===== config.mk =====
export PLATFORM = sky130hd
export DESIGN_NAME = spc_top
export DESIGN_NICKNAME = d
export VERILOG_FILES = /design/src/spc_pkg.sv /design/src/spc_link_if.sv /design/src/spc_top.sv /design/src/spc_spi_rx.sv
export VERILOG_INCLUDE_DIRS = /design/src /design/src/src
export SDC_FILE = /design/constraint.sdc
export NUM_CORES = 1
export LEC_CHECK = 0
export BUFFER_PORTS_ARGS = -buffer_cell sky130_fd_sc_hd__buf_2
export CORE_UTILIZATION = 59
export DETAILED_ROUTE_END_ITERATION = 12
export GPL_ROUTABILITY_DRIVEN = 1
export HOLD_SLACK_MARGIN = 0.08
export PLACE_DENSITY = 0.77
export SKIP_LAST_GASP = 1
export SLEW_MARGIN = 40
export SYNTH_ARGS = -nofsm -noshare
export SYNTH_HDL_FRONTEND = slang
export SYNTH_SLANG_ARGS = --single-unit

===== constraint.sdc =====
create_clock -name ref_clk -period 2.6 [get_ports ref_clk]
set_input_delay 0.26 -clock ref_clk [delete_from_list [all_inputs] [get_ports ref_clk]]
set_output_delay 0.26 -clock ref_clk [all_outputs]
set_load 0.02 [all_outputs]

===== src/spc_defines.svh =====
// constants for the sector protect control block
`ifndef SPC_DEFINES_SVH
`define SPC_DEFINES_SVH

// clock
`define SPC_CLK_PERIOD_NS     10

// four-byte command opcodes
`define SPC_OP_B0             8'h3D
`define SPC_OP_B1             8'h2A
`define SPC_OP_B2             8'h7F
`define SPC_OP_EN_B3          8'hA9
`define SPC_OP_DIS_B3         8'h9A
`define SPC_OP_LEN            3'h4

// protection register layout
`define SPC_SPR_BYTES         16
`define SPC_SPR_PROT          8'hFF
`define SPC_SPR_UNPROT        8'h00
`define SPC_S0A_HI            7
`define SPC_S0A_LO            6
`define SPC_S0B_HI            5
`define SPC_S0B_LO            4
`define SPC_S0_FIELD_PROT     2'h3

// pin filter: least stable time, rounded up to cycles
`define SPC_WP_FILT_NS        200
`define SPC_WP_FILT_CYC       ((`SPC_WP_FILT_NS + `SPC_CLK_PERIOD_NS - 1) / `SPC_CLK_PERIOD_NS)
`define SPC_FILT_W            5
// pin to protection delays, longest times, rounded down to cycles
`define SPC_PIN_ON_DELAY_NS   300
`define SPC_PIN_ON_DELAY_CYC  (`SPC_PIN_ON_DELAY_NS / `SPC_CLK_PERIOD_NS)
`define SPC_PIN_OFF_DELAY_NS  300
`define SPC_PIN_OFF_DELAY_CYC (`SPC_PIN_OFF_DELAY_NS / `SPC_CLK_PERIOD_NS)

`endif


===== src/spc_pkg.sv =====
// types shared by the sector protect control modules
`include "spc_defines.svh"

package spc_pkg;

	// command recognised from the fourth byte
	typedef enum logic [1:0] {
		SPC_CMD_NONE = 2'b00,
		SPC_CMD_EN   = 2'b01,
		SPC_CMD_DIS  = 2'b10
	} spc_cmd_e;

	// receiver state
	typedef struct packed {
		logic       sck_s1;
		logic       sck_s2;
		logic       sck_d;
		logic       cs_s1;
		logic       cs_s2;
		logic       cs_d;
		logic       mosi_s1;
		logic       mosi_s2;
		logic       wp_s1;
		logic       wp_s2;
		logic [2:0] bit_cnt;
		logic [7:0] shreg;
		logic       byte_v;
		logic [7:0] byte_data;
		logic       cs_rise;
		logic       partial;
	} spc_rx_s;

	// core state
	typedef struct packed {
		logic [2:0]                         cnt;
		logic                               bad;
		spc_cmd_e                           cmd;
		logic                               sw_en;
		logic                               wp_low;
		logic [`SPC_FILT_W-1:0]             filt_cnt;
		logic                               prot_status;
		logic                               spr_wr_ok;
		logic                               grant;
		logic                               deny;
		logic [`SPC_SPR_BYTES-1:0][7:0]     spr;
	} spc_core_s;

endpackage : spc_pkg


===== src/spc_link_if.sv =====
// byte and pin events from the serial receiver to the protection core
`timescale 1ns/10ps
`default_nettype none

interface spc_link_if;
	logic       byte_v;
	logic [7:0] byte_data;
	logic       cs_rise;
	logic       partial;
	logic       wp_n;

	modport rx (output byte_v, output byte_data, output cs_rise, output partial, output wp_n);
	modport core (input byte_v, input byte_data, input cs_rise, input partial, input wp_n);
endinterface : spc_link_if

`default_nettype wire


===== src/spc_top.sv =====
// sector protect control: command matcher, pin filter, permission checks
// What this block does
// - enable only on 3D 2A 7F A9
// - disable only on 3D 2A 7F 9A
// - enable takes effect at chip-select rise
// - disable takes effect at chip-select rise
// - software protection cleared at power-up
// - protection blocks flagged sector program/erase
// - pin low locks flagged sectors and register
// - pin high lets register be modified
// - pin low forces protection on quickly
// - pin release clears protection if no enable
// - enable before/during low survives release
// - disable ignored while pin low
// - pin filtered against short glitches
// - effective protection reported as status bit
// - sixteen bytes, FFh protected, 00h not
`timescale 1ns/10ps
`default_nettype none
`include "spc_defines.svh"

module spc_top
	import spc_pkg::*;
(
	// clock, reset, enable
	input  wire logic       ref_clk,
	input  wire logic       arst_n,
	input  wire logic       ce,
	// serial pins
	input  wire logic       spi_sck,
	input  wire logic       spi_cs_n,
	input  wire logic       spi_mosi,
	input  wire logic       wp_n,
	// program/erase request from the array engines
	input  wire logic       op_req,
	input  wire logic       op_on_spr,
	input  wire logic [3:0] op_sector,
	input  wire logic       op_sub0b,
	output logic            op_grant,
	output logic            op_deny,
	// protection register load from its program engine
	input  wire logic       spr_wr,
	input  wire logic [3:0] spr_wr_idx,
	input  wire logic [7:0] spr_wr_data,
	// status
	output logic            prot_status,
	output logic            sw_prot_on,
	output logic            spr_writable
);

	localparam logic [`SPC_FILT_W-1:0] FILT_LAST = `SPC_FILT_W'(`SPC_WP_FILT_CYC - 1);

	spc_link_if lk ();

	spc_spi_rx u_rx (
		.ref_clk  (ref_clk),
		.arst_n   (arst_n),
		.ce       (ce),
		.spi_sck  (spi_sck),
		.spi_cs_n (spi_cs_n),
		.spi_mosi (spi_mosi),
		.wp_n     (wp_n),
		.lk       (lk.rx)
	);

	spc_core_s q;
	spc_core_s d;
	logic      seq_ok;
	logic      flagged;
	logic      blocked;
	logic [7:0] sel;

	// a sequence counts only if exactly four whole bytes matched
	assign seq_ok = (q.cnt == `SPC_OP_LEN) && !q.bad && !lk.partial;

	// per-sector flag; sector 0 splits into two 2-bit fields
	always_comb begin
		sel = q.spr[op_sector];
		if (op_sector == 4'h0) begin
			flagged = op_sub0b ? (sel[`SPC_S0B_HI:`SPC_S0B_LO] == `SPC_S0_FIELD_PROT)
			                   : (sel[`SPC_S0A_HI:`SPC_S0A_LO] == `SPC_S0_FIELD_PROT);
		end else begin
			flagged = (sel == `SPC_SPR_PROT);
		end
		// register itself locked only by the pin
		blocked = op_on_spr ? q.wp_low : (flagged && (q.sw_en || q.wp_low));
	end

	// next state
	always_comb begin
		d       = q;
		d.grant = 1'b0;
		d.deny  = 1'b0;
		if (lk.byte_v) begin
			if (q.cnt < `SPC_OP_LEN) begin
				d.cnt = q.cnt + 3'h1;
				unique case (q.cnt)
					3'h0: begin
						if (lk.byte_data != `SPC_OP_B0) d.bad = 1'b1;
					end
					3'h1: begin
						if (lk.byte_data != `SPC_OP_B1) d.bad = 1'b1;
					end
					3'h2: begin
						if (lk.byte_data != `SPC_OP_B2) d.bad = 1'b1;
					end
					3'h3: begin
						// disable differs only in its last byte
						if (lk.byte_data == `SPC_OP_EN_B3) d.cmd = SPC_CMD_EN;
						else if (lk.byte_data == `SPC_OP_DIS_B3) d.cmd = SPC_CMD_DIS;
						else d.bad = 1'b1;
					end
					default: d.bad = 1'b1;
				endcase
			end else begin
				d.bad = 1'b1;
			end
		end
		// commit on deselect; a byte in the same cycle is lost
		if (lk.cs_rise) begin
			// enable taken even under the pin
			if (seq_ok && q.cmd == SPC_CMD_EN) begin
				d.sw_en = 1'b1;
			// disable has no effect under the pin
			end else if (seq_ok && q.cmd == SPC_CMD_DIS && !q.wp_low) begin
				d.sw_en = 1'b0;
			end
			d.cnt = 3'h0;
			d.bad = 1'b0;
			d.cmd = SPC_CMD_NONE;
		end
		// filter needs a stable run of samples to flip
		if ((!lk.wp_n) != q.wp_low) begin
			if (q.filt_cnt == FILT_LAST) begin
				d.wp_low   = !lk.wp_n;
				d.filt_cnt = '0;
			end else begin
				d.filt_cnt = q.filt_cnt + `SPC_FILT_W'(1);
			end
		end else begin
			d.filt_cnt = '0;
		end
		// release leaves only the software state, which keeps
		d.prot_status = q.sw_en || q.wp_low;
		// register writable only with pin high
		d.spr_wr_ok = !q.wp_low;
		// register bytes, loaded only while writable
		if (spr_wr && !q.wp_low) begin
			d.spr[spr_wr_idx] = spr_wr_data;
		end
		if (op_req) begin
			d.grant = !blocked;
			d.deny  = blocked;
		end
	end

	// software state resets cleared, register bytes to 00h
	always_ff @(posedge ref_clk or negedge arst_n) begin
		if (!arst_n) begin
			q <= '0;
		end else if (ce) begin
			q <= d;
		end
	end

	assign op_grant     = q.grant;
	assign op_deny      = q.deny;
	// status bit is pin or software
	assign prot_status  = q.prot_status;
	assign sw_prot_on   = q.sw_en;
	assign spr_writable = q.spr_wr_ok;
endmodule : spc_top

`default_nettype wire


===== src/spc_spi_rx.sv =====
// serial receiver: pin synchronisers, clock edge finder, byte shifter
`timescale 1ns/10ps
`default_nettype none

module spc_spi_rx
	import spc_pkg::*;
(
	// clock and reset
	input  wire logic ref_clk,
	input  wire logic arst_n,
	input  wire logic ce,
	// pins
	input  wire logic spi_sck,
	input  wire logic spi_cs_n,
	input  wire logic spi_mosi,
	input  wire logic wp_n,
	// to the core
	spc_link_if.rx    lk
);

	spc_rx_s q;
	spc_rx_s d;

	// next state: first stages feed only second stages
	always_comb begin
		d         = q;
		d.sck_s1  = spi_sck;
		d.sck_s2  = q.sck_s1;
		d.sck_d   = q.sck_s2;
		d.cs_s1   = spi_cs_n;
		d.cs_s2   = q.cs_s1;
		d.cs_d    = q.cs_s2;
		d.mosi_s1 = spi_mosi;
		d.mosi_s2 = q.mosi_s1;
		d.wp_s1   = wp_n;
		d.wp_s2   = q.wp_s1;
		d.byte_v  = 1'b0;
		d.cs_rise = 1'b0;
		// deselect drops any partial byte
		if (q.cs_s2) begin
			d.bit_cnt = 3'h0;
		end else if (q.sck_s2 && !q.sck_d) begin
			// sample on rising sck, msb first (modes 0 and 3)
			d.shreg   = {q.shreg[6:0], q.mosi_s2};
			d.bit_cnt = q.bit_cnt + 3'h1;
			if (q.bit_cnt == 3'h7) begin
				d.byte_v    = 1'b1;
				d.byte_data = {q.shreg[6:0], q.mosi_s2};
			end
		end
		// deselect edge carries whether bits were left over
		if (q.cs_s2 && !q.cs_d) begin
			d.cs_rise = 1'b1;
			d.partial = (q.bit_cnt != 3'h0);
		end
	end

	// state register, chip select idles high
	always_ff @(posedge ref_clk or negedge arst_n) begin
		if (!arst_n) begin
			q       <= '0;
			q.cs_s1 <= 1'b1;
			q.cs_s2 <= 1'b1;
			q.cs_d  <= 1'b1;
			q.wp_s1 <= 1'b1;
			q.wp_s2 <= 1'b1;
		end else if (ce) begin
			q <= d;
		end
	end

	assign lk.byte_v    = q.byte_v;
	assign lk.byte_data = q.byte_data;
	assign lk.cs_rise   = q.cs_rise;
	assign lk.partial   = q.partial;
	assign lk.wp_n      = q.wp_s2;

endmodule : spc_spi_rx

`default_nettype wire


==> results of run 1 <==
-- flip-flops by register name, indices dropped and copies added, names as in the netlist, 6 cells and up --
register	cells
u_rx.d	6
q	136
u_rx.q	13
u_rx.lk.byte_data	8
-- critical path: stages (launching register included) --
cell and delay (ps):
dfrtp_1 480, nor3b_1 380, nand3b_1 330, nor2_2 440, mux2_2 390
-- layer usage --
layer / track usage / vias up / wire [um]
li1: - / 2224 / -
met1: 0.317 / 2499 / 6820
met2: 0.446 / 116 / 8160
met3: 0.0607 / 28 / 577
met4: 0.117 / 0 / 329
met5: 0 / - / 0
-- cells by family after synthesis --
| logic type | synth area share |
|---|---|
| fa+ha+maj | 0.0147 |
| simple gates | 0.105 |
| mux | 0.223 |
| compound gates | 0.0720 |
| buf+inv | 0.0224 |
| flops | 0.562 |
| xor+xnor | 0.00114 |
-- where the power goes --
group,switching [mW],total (mW),internal (mW)
sequential,0.309,3.50,3.19
combinational,0.421,0.923,0.502
clock,1.03,2.43,1.41
total,1.76,6.86,5.10
-- final timing paths --
path | slack (ps) | end | start
max in group asynchronous | 1510 | q[42]$_DFFE_PN0P_ | arst_n
hold / removal | 200 | op_deny$_DFFE_PN0P_ | op_req
hold reg to reg | 470 | q[136]$_DFFE_PN0P_ | q[136]$_DFFE_PN0P_
setup / recovery | 460 | q[94]$_DFFE_PN0P_ | q[137]$_DFFE_PN0P_
min in group asynchronous | 380 | q[135]$_DFFE_PN0P_ | arst_n
setup reg to reg | 460 | q[94]$_DFFE_PN0P_ | q[137]$_DFFE_PN0P_
-- cell usage after synthesis (9+ instances only) --
master,number,area [um2]
a21oi_1,15,75.1
and3b_1,10,87.6
clkbuf_1,16,60.1
dfrtp_1,167,4180
ha_1,9,113
inv_1,11,41.3
mux2_2,149,1680
nand2_1,25,93.8
nand3_1,14,70.1
nand4_1,11,68.8
nor2_1,16,60.1
o21ai_0,15,75.1
-- per-stage QoR --
step           power, mW  cells  hold slack, ps
3_3_place_gp        4.37    766             266
3_5_place_dp        4.46    766             269
2_1_floorplan       4.13    583           -35.6
6_report            6.86    803             196
4_1_cts             6.90    803             170
5_1_grt             7.20    803             193
-- layout by cell type (no fill, tap or decap), types with 5 or more instances in the layout --
| cell | count |
|---|---|
| nand2_1 | 25 |
| mux2_2 | 149 |
| and3b_1 | 10 |
| nor2b_1 | 8 |
| nand4_1 | 11 |
| inv_1 | 11 |
| clkbuf_16 | 17 |
| nand3_1 | 14 |
| a211oi_1 | 5 |
| nor4_1 | 7 |
| a21oi_1 | 15 |
| ha_1 | 9 |
| dlygate4sd3_1 | 5 |
| a31oi_1 | 6 |
| o21ai_0 | 15 |
| dfstp_2 | 5 |
| dfrtp_1 | 167 |
| o22ai_1 | 7 |
| nor2_1 | 16 |
| buf_2 | 30 |
| nor3_1 | 5 |
| nand2b_1 | 7 |
-- area by class of cell --
type	count	area share
sequential	172	0.500
clock inverter	11	0.0126
tap	172	0.0250
clock buffer	21	0.0546
inverter	11	0.00479
timing repair buffer	42	0.0327
multi-input combinational	374	0.370
==> results.cfg, run 1 <==
[setup_path]
worstPathMaxFanout = 9
crit_required_ps = 2910
cp-end-kind = flip-flop
cp.arrival_ps = 2450
reg2reg_depth = 4
worst_setup_path_start_kind = flip-flop
crit_type = reg2reg

[clock_network]
htreeDepth = 4
cts_tree = yes
clock_path_buffers = 2
cts.clk_slew.worst_paths_ps = 60
clock_latency_ps = 430
clockRootBuffer = clkbuf_16
cts-resized-gates = 0
cts_setup_buffers = 0
ctsHoldBuffers = 5
clock_sinks = 172
cts_made_buffers = 17

[synthesis]
synth_warnings = 0
synthCells = 583
synth_edf_count = 0
synth.avg_cell_area_um2 = 13.2
synth_seq_cells = 172
synth_area_um2 = 7670
ys_async_sr_fraction = 1.00
syn-num-nets = 619
ys_seq_area_frac = 0.562
synth_cell_type_count = 64
synth_flop_cell = dfrtp_1

[detailed_routing]
vias = 4867
ant_nets = 0
wl_per_cell_um = 19.8
drt-pass1-iter-count = 4
routed_wl_mm = 15.9
drt_iter0_markers = 384
route.detailed.drc = 0
via_per_inst = 6.06

[sta]
layout_setup_ws_ps = 462
final_hold_viol_count = 0
rsz0062_at_grt = false
final-max-slew-violation-count = 0
slew_headroom = 0.589
tightest_slew_ps = 612
period_share = 0.822
fmax_mhz = 468
setup_viol = 0
tns_ps = 0
skew_ps = 10.4
fin_crit_ps = 2140

[final_layout]
fin_area_um2 = 8610
num_antenna_cells = 0
multi_input_area_um2 = 3190
register_area_um2 = 4310
fin_util = 0.680
layout-drive-gt1-share = 0.377
area_growth_pct = 12.3
fillers = 927
nets = 654

[die]
initial_core_util = 0.605
die_y_um = 116
die_area_um2 = 13500
num_rows = 41
core_area_um2 = 12700
die_x_um = 116
ios = 32

[pwr]
powerDensity_nw_per_um2 = 796
p_leak_nw = 3.89
vdd_drop_max_mv = 0.493

[global_route]
track_usage = 0.261
grt_max_degree = 62
grt_antenna_before_repair = 0
grt_pass1_vias = 4982
grt_pass1_wl_mm = 25.6
overflow = 0

[placement]
gp_congestion = 0.823
dpl-instance-area_um2 = 7990
place_ws_ps = 376
dp_hpwl_mm = 10.8
io_buffers = 31

[run]
max-cap-violations = 0

[min_path]
hold_depth = 3
hold_class = in2reg

[run_status]
status = complete, no violations
Power figures use the tool's default switching activity.
==> run 2, diff against run 1 <==
--- a/config.mk
+++ b/config.mk
@@ -6,12 +6,13 @@
 export SDC_FILE = /design/constraint.sdc
 export NUM_CORES = 1
 export LEC_CHECK = 0
+export ABC_AREA = 1
 export BUFFER_PORTS_ARGS = -buffer_cell sky130_fd_sc_hd__buf_2
-export CORE_UTILIZATION = 59
+export CORE_UTILIZATION = 55
 export DETAILED_ROUTE_END_ITERATION = 12
 export GPL_ROUTABILITY_DRIVEN = 1
 export HOLD_SLACK_MARGIN = 0.08
-export PLACE_DENSITY = 0.77
+export PLACE_DENSITY = 0.75
 export SKIP_LAST_GASP = 1
 export SLEW_MARGIN = 40
 export SYNTH_ARGS = -nofsm -noshare
==> constraint.sdc (replaced) <==
create_clock -name ref_clk -period 1.83 [get_ports ref_clk]
set_input_delay 0.183 -clock ref_clk [delete_from_list [all_inputs] [get_ports ref_clk]]
set_output_delay 0.183 -clock ref_clk [all_outputs]
set_load 0.02 [all_outputs]
==> run 2 against run 1 <==
  * Hold slack lost 90 ps
  * Cell count grew 34%
  * Non-clock buffer count grew 19
  * Largest cell class unchanged
==> results.cfg, run 2 <==
[final_layout]
num_antenna_cells = 0
largest_reg_flops = 140
area_growth_pct = 14.1
layout_commonest_cell = nand2_1
layout-drive-gt1-share = 0.109
fin_cells = 1077
regMostFlops = q
mostFrequentLayoutCells = nand2_1, dfrtp_1, o21ai_0
nets = 927

[detailed_routing]
via_per_inst = 5.48
wl_per_cell_um = 15.9
drt-pass1-iter-count = 5
ant_nets = 0
routed_wl_mm = 17.1
drt_iter0_markers = 511
route.detailed.drc = 0
vias = 5904

[die]
die_y_um = 119
num_rows = 42
die_area_um2 = 14100
core_area_um2 = 13200
initial_core_util = 0.565
ios = 32
die_x_um = 119

[synthesis]
synth_warnings = 0
synth_area_um2 = 7490
synth_area_leaders = dfrtp_1, nand2_1, o21ai_0
synth_edf_count = 0
synth.most_common_cell = nand2_1
ys_seq_area_frac = 0.589
syn-num-nets = 882
synth_seq_cells = 176
synth_flop_cell = dfrtp_1
synth_top_area_cell = dfrtp_1
ys_top_cells_by_count = nand2_1, dfrtp_1, o21ai_0
ys_async_sr_fraction = 1.00
synth.avg_cell_area_um2 = 8.85
synthCells = 846
synth_cell_type_count = 32
synth_top_area_share = 0.572

[sta]
final-max-slew-violation-count = 0
fin_crit_ps = 1700
period_share = 0.927
slew_headroom = 0.549
final_hold_viol_count = 0
fmax_mhz = 590
skew_ps = 6.02
tightest_slew_ps = 675
setup_viol = 0
rsz0062_at_grt = true

[setup_path]
crit_type = in2reg
rrSetupSlack_ps = 140
r2r_end = q[32]$_DFFE_PN0P_
r2r-start = q[137]$_DFFE_PN0P_
worstSetupStartpoint = ce
crit_required_ps = 2150
reg2reg_depth = 5
worst_setup_path_start_kind = input pin
worstPathMaxFanout = 16
cp.arrival_ps = 2020
endpoint = q[32]$_DFFE_PN0P_
cp-end-kind = flip-flop

[placement]
dp_hpwl_mm = 11.2
gp_congestion = 0.869
io_buffers = 31
dp_cells = 1042

[pwr]
finalPower_mw = 7.97
powerDensity_nw_per_um2 = 933
p_leak_nw = 4.07
vdd_drop_max_mv = 0.645

[clock_network]
clock_path_buffers = 2
htreeDepth = 4
clockRootBuffer = clkbuf_16
cts_setup_buffers = 0
cts_made_buffers = 17
cts_tree = yes
clock_sinks = 176
clock_latency_ps = 420
cts.clk_slew.worst_paths_ps = 60

[run_status]
status = complete, no violations

[global_route]
grt_max_degree = 50
track_usage = 0.261
overflow = 0
grt_pass1_vias = 5715
grt_antenna_before_repair = 0
grt_pass1_wl_mm = 28.2

[run]
max-cap-violations = 0

[min_path]
hold_class = in2reg
run 2: repair_timing:
item,4_1_cts,5_1_grt
resized for setup,0,2
endpoints found under the setup margin,0,10
endpoints found under the hold margin,49,0
hold buffers,6,0
run 2: cells by family after synthesis:
| family | after synthesis | share of synthesized area |
|---|---|---|
| AO/OA/AOI/OAI | 180 | 0.125 |
| XOR/XNOR | 4 | 0.00468 |
| adder cells (fa/ha/maj) | 9 | 0.0150 |
| buffers and inverters | 95 | 0.0491 |
| flip-flops | 176 | 0.589 |
| AND/OR/NAND/NOR | 382 | 0.217 |
run 2: worst min path at each step:
stage                         start              endpoint  slack [ps]  cells after the start
after floorplan              arst_n   op_deny$_DFFE_PN0P_        -110                      0
after global placement       arst_n    q[143]$_DFFE_PN0P_         160                      1
after detailed placement     arst_n    q[143]$_DFFE_PN0P_         160                      1
after CTS                 op_on_spr  op_grant$_DFFE_PN0P_          90                      4
after global routing         op_req   op_deny$_DFFE_PN0P_         130                      5
final                     op_on_spr  op_grant$_DFFE_PN0P_         110                      4
run 2: metal layers:
| layer | wire, um | GRT usage | share of wire | vias to the layer above |
|---|---|---|---|---|
| met5 | 0 | 0 | 0 | - |
| met4 | 282 | 0.0854 | 0.016 | 0 |
| met3 | 752 | 0.0608 | 0.044 | 28 |
| met2 | 8430 | 0.440 | 0.49 | 150 |
| met1 | 7630 | 0.331 | 0.45 | 2840 |
| li1 | - | - | - | 2886 |
run 2: critical path: stages:
cell,delay (ps)
dlygate4sd3_1,520
buf_2,170
nand3_2,200
nor3_2,250
nand2_1,350
o21ai_0,340
run 2: per-stage QoR:
stage,cell area [um2],TNS [ps],utilization,hold WS [ps],worst slack (ps)
2_1_floorplan,7490,0,-,-113,342
3_3_place_gp,7930,0,0.599,157,226
4_1_cts,8530,0,0.644,87.9,139
5_1_grt,8540,-30.3,0.645,133,-20.2
6_report,8540,0,0.645,106,134
3_5_place_dp,7930,0,0.599,159,225
run 2: cell type report:
| cell class | count | area (um2) |
|---|---|---|
| Sequential cell | 176 | 4410 |
| Clock inverter | 5 | 30.0 |
| Clock buffer | 24 | 512 |
| Inverter | 60 | 225 |
| Tap cell | 176 | 220 |
| Fill cell | 1093 | 4700 |
| Timing Repair Buffer | 61 | 427 |
| Multi-Input combinational cell | 575 | 2720 |
run 2: power breakdown:
group	internal [mW]	switching, mW
Sequential	4.02	0.0725
Clock	1.92	1.41
Combinational	0.165	0.371
Total	6.11	1.86
==> run 3, diff against run 2 <==
--- a/config.mk
+++ b/config.mk
@@ -7,10 +7,11 @@
 export NUM_CORES = 1
 export LEC_CHECK = 0
 export ABC_AREA = 1
-export BUFFER_PORTS_ARGS = -buffer_cell sky130_fd_sc_hd__buf_2
-export CORE_UTILIZATION = 55
+export CORE_UTILIZATION = 57
 export DETAILED_ROUTE_END_ITERATION = 12
-export GPL_ROUTABILITY_DRIVEN = 1
+export DONT_BUFFER_PORTS = 1
+export GPL_ROUTABILITY_DRIVEN = 0
+export GPL_TIMING_DRIVEN = 0
 export HOLD_SLACK_MARGIN = 0.08
 export PLACE_DENSITY = 0.75
 export SKIP_LAST_GASP = 1
==> run 3 against run 2 <==
  * Die area fell by 3.4%
  * Critical path type is now reg2reg
  * Clock skew rose by 7.1 ps
  * Count of clock-buffer cells in the layout rose by 2
  * Wire length rose by 6.2%
  * Sequential power barely moved
  * The run now ends with negative hold slack left
  * Clock power rose by 6.3%
  * Critical endpoint is now q[54]$_DFFE_PN0P_
  * Register-to-register slack got worse by 40 ps
  * Sequential cell count did not move
  * Highest routed layer unchanged
  * Global-route usage rose by 3.0 points
  * Critical path depth rose by 1
  * Sequential share of layout area rose by 0.23 points
==> results.cfg, run 3 (synthesized netlist as in run 2, its figures left out) <==
[run_status]
status = finished with violations
violations = negative hold slack

[setup_path]
crit_required_ps = 2120
rrSetupSlack_ps = 100
r2r_end = q[54]$_DFFE_PN0P_
cp.arrival_ps = 2010
crit_type = reg2reg
cp-end-kind = flip-flop
reg2reg_depth = 7
worst_setup_path_start_kind = flip-flop
r2r-start = q[137]$_DFFE_PN0P_
worstPathMaxFanout = 10

[sta]
tightest_slew_ps = 746
fin_crit_ps = 1730
tns_ps = 0
setup_viol = 0
slew_headroom = 0.502
fmax_mhz = 579
hold_slack_ps = -548
skew_ps = 13.1
final_hold_viol_count = 176
period_share = 0.945
final-max-slew-violation-count = 0

[placement]
dp_hpwl_mm = 12.1
io_buffers = 0

[die]
core_area_um2 = 12700
initial_core_util = 0.588
ios = 32
die_area_um2 = 13600
num_rows = 41
die_y_um = 117
die_x_um = 117

[pwr]
p_seq_frac = 0.508
power.share.switching = 0.224
p_leak_nw = 3.97
powerDensity_nw_per_um2 = 952
p_switching_mw = 1.81
p_int_mw = 6.28
p_comb_frac = 0.054
vdd_drop_max_mv = 1.03
power_frac_clock = 0.439

[detailed_routing]
wl_per_cell_um = 17.0
ant_nets = 0
via_per_inst = 5.77
drt-pass1-iter-count = 5
route.detailed.drc = 0
routed_wl_mm = 18.2
vias = 6158
drt_iter0_markers = 579

[final_layout]
mostFrequentLayoutCells = nand2_1, dfrtp_1, o21ai_0
num_antenna_cells = 0
fin_util = 0.668
layout-drive-gt1-share = 0.0703
area_growth_pct = 13.6
largest_reg_flops = 140
fillers = 1042
layout_commonest_cell = nand2_1
nets = 919
regMostFlops = q

[global_route]
grt_pass1_wl_mm = 29.5
grt_max_degree = 177
track_usage = 0.291
grt_use_met3 = 0.0747
grt_antenna_before_repair = 0
use_met2 = 0.497
top_usage_layer = met2
overflow = 0
grt_pass1_vias = 6044
met1_usage = 0.354

[min_path]
hold_class = in2async

[clock_network]
clock_sinks = 176
clock_path_buffers = 2
cts_made_buffers = 17
cts.clk_slew.worst_paths_ps = 60
cts_tree = yes
clock_latency_ps = 430
htreeDepth = 4
clockRootBuffer = clkbuf_16

[run]
max-cap-violations = 0
-- run 3: cell types whose count changed in the layout (fill, tap and decap cells not counted), sizes merged --
cell,change
buf,-41
clkbuf,+27
dlygate4sd3,+8
bufinv,+2
clkinv,-1
-- run 3: worst max-delay path: stages, from the launching register on --
cell and delay [ps]:
dfrtp_2 460, inv_2 100, nand3_4 130, nor3_4 360
nand3_4 180, buf_2 210, nand2_1 60, o21ai_0 70
-- run 3: layout make-up --
class                           instances  area (um2)  area share
Clock buffer                           26         489      0.0575
Multi-Input combinational cell        575        2750       0.324
Clock inverter                          6        85.1      0.0100
Tap cell                              172         215      0.0253
Buffer                                 33         139      0.0163
Inverter                               60         225      0.0265
Sequential cell                       176        4410       0.519
Timing Repair Buffer                   20         185      0.0218
-- run 3: worst max-delay path by stage --
stage / slack [ps] / startpoint / endpoint / cells after the start
after floorplan: 340 / q[137]$_DFFE_PN0P_ / q[53]$_DFFE_PN0P_ / 7
after global placement: -3 / q[137]$_DFFE_PN0P_ / q[103]$_DFFE_PN0P_ / 7
after detailed placement: -60 / q[137]$_DFFE_PN0P_ / q[50]$_DFFE_PN0P_ / 6
after CTS: -10 / q[137]$_DFFE_PN0P_ / q[41]$_DFFE_PN0P_ / 6
after global routing: -2 / q[137]$_DFFE_PN0P_ / q[53]$_DFFE_PN0P_ / 7
final: 100 / q[137]$_DFFE_PN0P_ / q[54]$_DFFE_PN0P_ / 7
-- run 3: power by group through the flow --
| stage | sequential, mW | combinational (mW) | clock [mW] |
|---|---|---|---|
| after detailed placement | 4.18 | 0.394 | 0 |
| final | 4.11 | 0.433 | 3.55 |
| after global placement | 4.17 | 0.375 | 0 |
| after CTS | 4.11 | 0.425 | 3.58 |
| after global routing | 4.12 | 0.485 | 3.74 |
| after floorplan | 4.16 | 0.275 | 0 |
-- run 3: repair_timing --
action | in CTS | in global routing
pin swaps | 3 | 1
resized for setup | 1 | 19
hold buffers | 13 | 1
gates cloned | 0 | 0
setup buffers | 6 | 0
setup endpoints to repair | 33 | 95
endpoints found under the hold margin | 216 | 180
-- run 3: metal layers --
layer  wire, um  vias up
met4        461        0
met5          0        -
met3       1050       41
met2       9010      206
li1           -     2876
met1       7640     3035
-- run 3: metrics by stage --
stage	area, um2	power (mW)	instances	setup WS (ps)	hold slack (ps)
after floorplan	7490	4.43	846	342	-113
final	8500	8.09	1068	102	-548
after global placement	7700	4.54	1018	-2.58	-108
after detailed placement	7700	4.57	1018	-58.3	-108
after global routing	8500	8.35	1068	-2.16	-568
after CTS	8460	8.11	1069	-10.3	-561
